==> src/core/txo_pkg.sv <==
package txo_pkg;
    // instruction word layout
    localparam int INSN_W = 12;
    localparam int DATA_W = 8;
    localparam int FADDR_W = 5;
    localparam int DIR_SEL_W = 3;
    localparam int DEST_BIT = 5;
    localparam int ZERO_BIT = 2;
    // opcode patterns and masks
    localparam logic [11:0] DIR_MASK = 12'hff8;
    localparam logic [11:0] DIR_PAT = 12'h000;
    localparam logic [11:0] XLIT_MASK = 12'hf00;
    localparam logic [11:0] XLIT_PAT = 12'hf00;
    localparam logic [11:0] XFILE_MASK = 12'hfc0;
    localparam logic [11:0] XFILE_PAT = 12'h180;
    // direction targets
    localparam logic [2:0] DIR_FIRST = 3'h6;
    localparam logic [2:0] DIR_SECOND = 3'h7;
    // reset values
    localparam logic [7:0] ACC_RST = 8'h00;
    localparam logic [7:0] DIR_RST = 8'hff;
    // one instruction cycle per instruction
    localparam int EXEC_CYCLES = 1;
    // file-read latency of the register memory
    localparam int FREAD_LAT = 1;
endpackage : txo_pkg

==> src/core/txo_dir_mem.sv <==
`timescale 1ns/10ps
`default_nettype none
module txo_dir_mem #(
    parameter int DATA_W = 8
) (
    input wire logic clk,
    input wire logic rst_n,
    input wire logic ce,
    input wire logic we,
    input wire logic sel,
    input wire logic [DATA_W-1:0] wdata,
    output logic [DATA_W-1:0] dir0,
    output logic [DATA_W-1:0] dir1
);
    // the reset value is a full byte, so narrower words cannot hold it
    if (DATA_W != 8) begin : g_bad_width
        $error("txo_dir_mem serves only 8-bit data");
    end

    // two direction words, read straight from the registers
    always_ff @(posedge clk or negedge rst_n) begin
        if (!rst_n) begin
            dir0 <= txo_pkg::DIR_RST;
            dir1 <= txo_pkg::DIR_RST;
        end else if (ce && we) begin
            if (sel) begin
                dir1 <= wdata;
            end else begin
                dir0 <= wdata;
            end
        end
    end
endmodule : txo_dir_mem
`default_nettype wire

==> src/core/txo_core.sv <==
`timescale 1ns/10ps
`default_nettype none
module txo_core #(
    parameter int DATA_W = 8
) (
    input wire logic CLK,
    input wire logic RST_N,
    input wire logic CE,
    input wire logic INSN_VALID,
    input wire logic [11:0] INSN,
    input wire logic [DATA_W-1:0] FILE_RDATA,
    input wire logic [DATA_W-1:0] STATUS_IN,
    output logic [DATA_W-1:0] ACC,
    output logic [4:0] FILE_ADDR,
    output logic [DATA_W-1:0] FILE_WDATA,
    output logic FILE_WE,
    output logic ZERO_FLAG,
    output logic ZERO_WE,
    output logic [DATA_W-1:0] DIR_FIRST_PORT,
    output logic [DATA_W-1:0] SECOND_IO_PORT_DIR,
    output logic ILLEGAL
);
    // opcodes and the zero test are fixed to a byte-wide accumulator
    if (DATA_W != 8) begin : g_bad_width
        $error("txo_core serves only 8-bit data");
    end

    ////////////////////////////////////////////////////////////////////
    // decode; FILE_RDATA is the contents of the file named by INSN[4:0]
    // the three opcode groups are disjoint in their top bits, so the
    // priority below never changes the outcome, even for a malformed or unknown word;
    // anything that matches no group writes no accumulator, file or direction register
    typedef enum {TXO_NONE, TXO_DIR, TXO_XLIT, TXO_XFILE} txo_op_e;

    // mask-and-compare shared by every opcode group
    function automatic logic txo_match(input logic [11:0] word, input logic [11:0] mask,
        input logic [11:0] pat);
        return (word & mask) == pat;
    endfunction : txo_match

    wire logic is_dir = txo_match(INSN, txo_pkg::DIR_MASK, txo_pkg::DIR_PAT);
    wire logic [2:0] dir_sel = INSN[2:0];
    wire logic dir_ok = (dir_sel == txo_pkg::DIR_FIRST) || (dir_sel == txo_pkg::DIR_SECOND);
    wire logic is_xlit = txo_match(INSN, txo_pkg::XLIT_MASK, txo_pkg::XLIT_PAT);
    wire logic is_xfile = txo_match(INSN, txo_pkg::XFILE_MASK, txo_pkg::XFILE_PAT);
    wire logic dest_file = INSN[txo_pkg::DEST_BIT];
    wire logic [4:0] faddr = INSN[4:0];
    txo_op_e op;
    always_comb begin
        op = TXO_NONE;
        if (INSN_VALID && is_dir && dir_ok) op = TXO_DIR;
        else if (INSN_VALID && is_xlit) op = TXO_XLIT;
        else if (INSN_VALID && is_xfile) op = TXO_XFILE;
    end

    ////////////////////////////////////////////////////////////////////
    // datapath: xor operand chosen by instruction kind
    wire logic [7:0] operand = (op == TXO_XLIT) ? INSN[7:0] : FILE_RDATA;
    wire logic [7:0] result = ACC ^ operand;
    wire logic res_zero = (result == 8'h00);
    wire logic do_xor = (op == TXO_XLIT) || (op == TXO_XFILE);
    wire logic acc_load = (op == TXO_XLIT) || (op == TXO_XFILE && !dest_file);
    wire logic file_load = (op == TXO_XFILE) && dest_file;
    wire logic dir_load = (op == TXO_DIR);
    wire logic bad_dir = INSN_VALID && is_dir && !dir_ok && (INSN != 12'h000);

    logic [7:0] acc_next;
    assign acc_next = acc_load ? result : ACC;

    // accumulator, zero flag and file write port; single cycle each
    always_ff @(posedge CLK or negedge RST_N) begin
        if (!RST_N) begin
            ACC <= txo_pkg::ACC_RST;
            ZERO_FLAG <= 1'b0;
            ZERO_WE <= 1'b0;
            FILE_WE <= 1'b0;
            FILE_ADDR <= 5'h00;
            FILE_WDATA <= 8'h00;
            ILLEGAL <= 1'b0;
        end else if (CE) begin
            ACC <= acc_next;
            // only zero is written; other status bits keep their value
            ZERO_FLAG <= do_xor ? res_zero : STATUS_IN[txo_pkg::ZERO_BIT];
            ZERO_WE <= do_xor;
            FILE_WE <= file_load;
            FILE_ADDR <= faddr;
            FILE_WDATA <= result;
            ILLEGAL <= bad_dir;
        end
    end

    ////////////////////////////////////////////////////////////////////
    // direction registers live in their own little memory
    txo_dir_mem #(.DATA_W(DATA_W)) u_dir (
        .clk(CLK),
        .rst_n(RST_N),
        .ce(CE),
        .we(dir_load),
        .sel(dir_sel[0]),
        .wdata(ACC),
        .dir0(DIR_FIRST_PORT),
        .dir1(SECOND_IO_PORT_DIR)
    );
endmodule : txo_core
`default_nettype wire

==> config.mk <==
export PLATFORM = sky130hd
export DESIGN_NAME = txo_core
export DESIGN_NICKNAME = d
export VERILOG_FILES = /design/src/core/txo_pkg.sv /design/src/core/txo_dir_mem.sv /design/src/core/txo_core.sv
export SDC_FILE = /design/constraint.sdc
export NUM_CORES = 1
export LEC_CHECK = 0
export BUFFER_PORTS_ARGS = -buffer_cell sky130_fd_sc_hd__buf_4
export CORE_MARGIN = 2
export CORE_UTILIZATION = 30
export CTS_CLUSTER_DIAMETER = 100
export CTS_CLUSTER_SIZE = 28
export DETAILED_ROUTE_END_ITERATION = 10
export HOLD_SLACK_MARGIN = 0.06
export PLACE_DENSITY = 0.55
export SLEW_MARGIN = 20
export SYNTH_ARGS = -nofsm -noshare
export SYNTH_HDL_FRONTEND = slang
export SYNTH_SLANG_ARGS = --single-unit
==> constraint.sdc <==
create_clock -name CLK -period 2.4 [get_ports CLK]
set_clock_uncertainty 0.1 [all_clocks]
set_input_delay 0 -clock CLK [delete_from_list [all_inputs] [get_ports CLK]]
set_output_delay 0 -clock CLK [all_outputs]
set_load 0.005 [all_outputs]
==> summary.md <==
| Metric | Value |
|---|---|
| Result of the run | finished, final reports clean |
| Number of synthesized register bits | 41 |
| Clk slew on worst S/H paths | 0.08 ns |
| Slowest cell on crit path | sky130_fd_sc_hd__dlygate4sd3_1 |
| Post-route setup slack | 0.137 ns |
| Util after Layout | 0.457 |
| Yosys Warn Count | 0 |
| Max-cap violation count | 0 |
| Floorplan die width | 88.3 microns |
| Xor-xnor portion of the synthesized cell area | 0.0370 |
| Initial DRC Count | 90 |
| Die extent in y | 88.3 microns |
| DP Cell Count | 368 |
| Non-Filler Instances | 397 |
| DRT antenna net count | 0 |
| Worst hold slack | 0.0859 ns |
| Cell at the root of the clock tree | sky130_fd_sc_hd__clkbuf_8 |
| Net count of the finished layout | 332 |
| Tmin final | 2.26 ns |
| Core Box Area | 6830 sq um |
| Setup TNS Final | 0 ns |
| Area added between synthesis and finish | 46.5% |
| Static Leak | 1.37 nW |
| Maximum number of pins on one net before global-route repair | 42 |
| Drt first pass iters | 4 |
| Number of CTS-inserted buffers | 5 |
| Launch point of the worst reg-to-reg path | ACC[4] |
| Relative max-transition margin | 0.647 |
| Area enclosed by the die boundary | 7790 sq um |
| Crit path arrival time | 2.39 ns |
| Wire length of the first global-routing pass | 8910 microns |
| Sequential Power Share | 0.460 |
| Via count of the first global-routing pass | 1731 |
| Number of primary I/O pins | 73 |
| Internal Dissipation | 1.35 mW |
| Number of filler cells placed in the layout | 678 |
| Cell Area, Synth | 2130 sq um |
| GR Layer Usage met1 | 0.208 |
| Post-DP HPWL | 4220 microns |
| Post-synthesis adder-cell area fraction | 0 |
| Number of buffers between clock root and the deepest sink | 2 |
| Number of synthesized flops with an enable pin | 0 |
| Met3 track utilization from global routing | 0.0373 |
| FFs w/ async S/R, synth | 1.00 |
| Clock insertion delay at the later pin of the skew report | 0.30 ns |
| Starting Density | 0.312 |
| Category of cells accounting for the largest share of critical-path delay | simple AND/OR/NAND/NOR gates |
| Clock tree from TritonCTS | done |
| Achievable frequency | 0.442 GHz |
| Multiplexer fraction of the synthesized cell area | 0.130 |
| H-tree Lvls | 2 |
| Remaining DRCs | 0 |
| Wirelength, routed | 5810 microns |
| Clk network pwr share | 0.230 |
| Final worst-path cycle share | 0.943 |
| Max Transition Viols Final | 0 |
| Sequence of cells on the critical path | dlygate4sd3_1, buf_4, or4b_1, or4_4, or3_4, mux2_4 |
| Mean Syn Cell Area | 10.8 sq um |
| Vias | 1888 |
| Global-route track usage on met2 | 0.241 |
| Critical Path Max Stage Delay | 0.53 ns |
| Category of the worst setup path launch point | primary input |
| Number of hold violations in the final report | 0 |
| Via count normalized by instance count | 4.76 |
| Nature of the critical path endpoint | register |
| Type of the worst min-delay path | primary input to register |
| Port buffer count | 65 |
| Number of buffer and inverter stages on the critical path | 2 |
| Unrepaired setup endpoints after global routing | no |
| Compound-cell area share of the yosys netlist | 0.115 |
| Slew at the pin with the worst max-slew slack | 0.529 ns |
| Antenna violations before repair | 0 |
| FP Rows | 30 |
| Combinational family with the most area after synthesis | simple AND/OR/NAND/NOR gates |
| Max FO, Critical Path | 5 |
| Final total power | 1.94 mW |
| Pwr dens | 621 nW/um^2 |
| Post-Place Setup Slack | 0.227 ns |
| Max VDD drop | 0.299 mV |
| Routability-driven placement congestion ratio | 0.882 |
| Mapped Cells | 198 |
| Category of the most critical setup path | primary input to register |
| Area fraction in and, or, nand and nor cells after synthesis | 0.181 |
| Post-Layout Inst Area | 3120 sq um |
| GRT Util Overall | 0.153 |
| Setup violators final | 0 |
| Fraction of final layout cells with drive strength greater than 1 | 0.475 |
| Hold Crit Start | INSN[10] |
| Num Clock Sinks | 41 |
| Critical path required time | 2.53 ns |
| Post-synthesis net count | 230 |
| Switching share of total power | 0.303 |
| Worst setup path start | INSN[3] |
| Sw Pwr | 0.587 mW |
| Gr busiest metal | met2 |
| Diodes inserted | 0 |
| Fraction of the yosys area taken by sequential cells | 0.491 |
| Number of unique standard cell types used by synthesis | 36 |
| Dominant register cell in the synthesized netlist | sky130_fd_sc_hd__dfrtp_1 |
| Aggregate global routing overflow | 0 |
| Combinational Power Share | 0.311 |
| Placed Area | 2830 sq um |
| Average wire per cell in the routed design | 14.6 microns |
==> kinds of logic (layout without fill, tap and decap cells) <==
group	Yosys count	in the layout
AND/OR/NAND/NOR	69	69
flip-flops	41	41
AO/OA/AOI/OAI	35	35
multiplexers	24	24
buffers and inverters	20	123
XOR/XNOR	9	9
==> final cells by class <==
| cell class | instances | area [sq um] | share of cell area |
|---|---|---|---|
| well taps | 96 | 120 | 0.0385 |
| repair buffers | 104 | 841 | 0.269 |
| clock buffers | 8 | 80.1 | 0.0257 |
| flip-flops and latches | 41 | 1050 | 0.335 |
| inverters | 11 | 41.3 | 0.0132 |
| multi-input cells | 137 | 992 | 0.318 |
==> synthesized netlist by cell type (3+ instances only) <==
| cell | n | area [sq um] |
|---|---|---|
| sky130_fd_sc_hd__nor2_1 | 5 | 18.8 |
| sky130_fd_sc_hd__o21ai_2 | 6 | 52.6 |
| sky130_fd_sc_hd__xnor2_1 | 8 | 70.1 |
| sky130_fd_sc_hd__clkbuf_1 | 5 | 18.8 |
| sky130_fd_sc_hd__nor2b_1 | 14 | 87.6 |
| sky130_fd_sc_hd__nand3_1 | 4 | 20.0 |
| sky130_fd_sc_hd__o311ai_0 | 7 | 61.3 |
| sky130_fd_sc_hd__nand2_1 | 24 | 90.1 |
| sky130_fd_sc_hd__mux2_2 | 21 | 236 |
| sky130_fd_sc_hd__inv_1 | 10 | 37.5 |
| sky130_fd_sc_hd__a21oi_1 | 8 | 40.0 |
| sky130_fd_sc_hd__buf_6 | 3 | 33.8 |
| sky130_fd_sc_hd__dfrtp_1 | 25 | 626 |
| sky130_fd_sc_hd__nand4_1 | 8 | 50.1 |
| sky130_fd_sc_hd__dfstp_2 | 16 | 420 |
| sky130_fd_sc_hd__o22ai_1 | 9 | 56.3 |
==> power groups by stage <==
stage               Sequential, mW  Combinational [mW]  Clock (mW)
finish                       0.891               0.602       0.445
floorplan                    0.887               0.260           0
global placement             0.905               0.573           0
CTS                          0.894               0.607       0.458
detailed placement           0.907               0.582           0
global route                 0.914               0.661       0.483
==> state kept, by name (all words and copies together) (netlist names) <==
| register | count |
|---|---|
| ILLEGAL | 1 |
| FILE_ADDR | 5 |
| ACC | 8 |
| ZERO_WE | 1 |
| u_dir.dir0 | 8 |
| ZERO_FLAG | 1 |
| FILE_WE | 1 |
| FILE_WDATA | 8 |
| u_dir.dir1 | 8 |
==> tightest hold or removal path: stages <==
cell,delay [ns]
sky130_fd_sc_hd__buf_4,0.09
sky130_fd_sc_hd__or4_4,0.13
sky130_fd_sc_hd__or2_2,0.14
sky130_fd_sc_hd__o22ai_1,0.08
==> repair_timing <==
action / CTS / global route
hold endpoints to repair: 59 / 0
endpoints found under the setup margin: 0 / 8
setup buffers: 0 / 2
resized for setup: 0 / 2
hold buffers: 19 / 0
==> worst paths after layout <==
check / end / slack (ns) / cells after the start
hold / removal: FILE_WE / 0.09 / 4
setup / recovery: u_dir.dir1[4] / 0.14 / 6
setup reg to reg: ZERO_FLAG / 0.47 / 5
max in group asynchronous: u_dir.dir0[3] / 1.68 / 2
min in group asynchronous: ACC[0] / 0.14 / 2
hold reg to reg: u_dir.dir1[3] / 0.37 / 2
==> cell usage in the layout, fill, tap and decap left out, drive strengths merged <==
cell type	synthesis	final
nor4	2	2
o22ai	9	9
nand3	4	4
a31oi	1	1
mux2	23	23
xor2	1	1
mux2i	1	1
and4	1	1
or4	3	3
dfstp	16	16
nand2	24	24
nand4	8	8
xnor2	8	8
dfrtp	25	25
dlygate4sd3	0	19
nand2b	1	1
or4b	1	1
or3b	2	2
a21o	1	1
nor2b	14	14
a21oi	8	8
buf	4	85
clkinv	1	1
clkbuf	5	8
nor2	5	5
nor3	2	2
o311ai	7	7
or3	1	1
or2	1	1
a211oi	2	2
o21ai	7	7
inv	10	10
==> metal layers <==
metal	share of wire	wire (microns)
met5	0	0
met4	0.014	80
met3	0.058	337
met2	0.48	2770
met1	0.45	2620
Note: power is estimated with default switching activity, not from simulation.
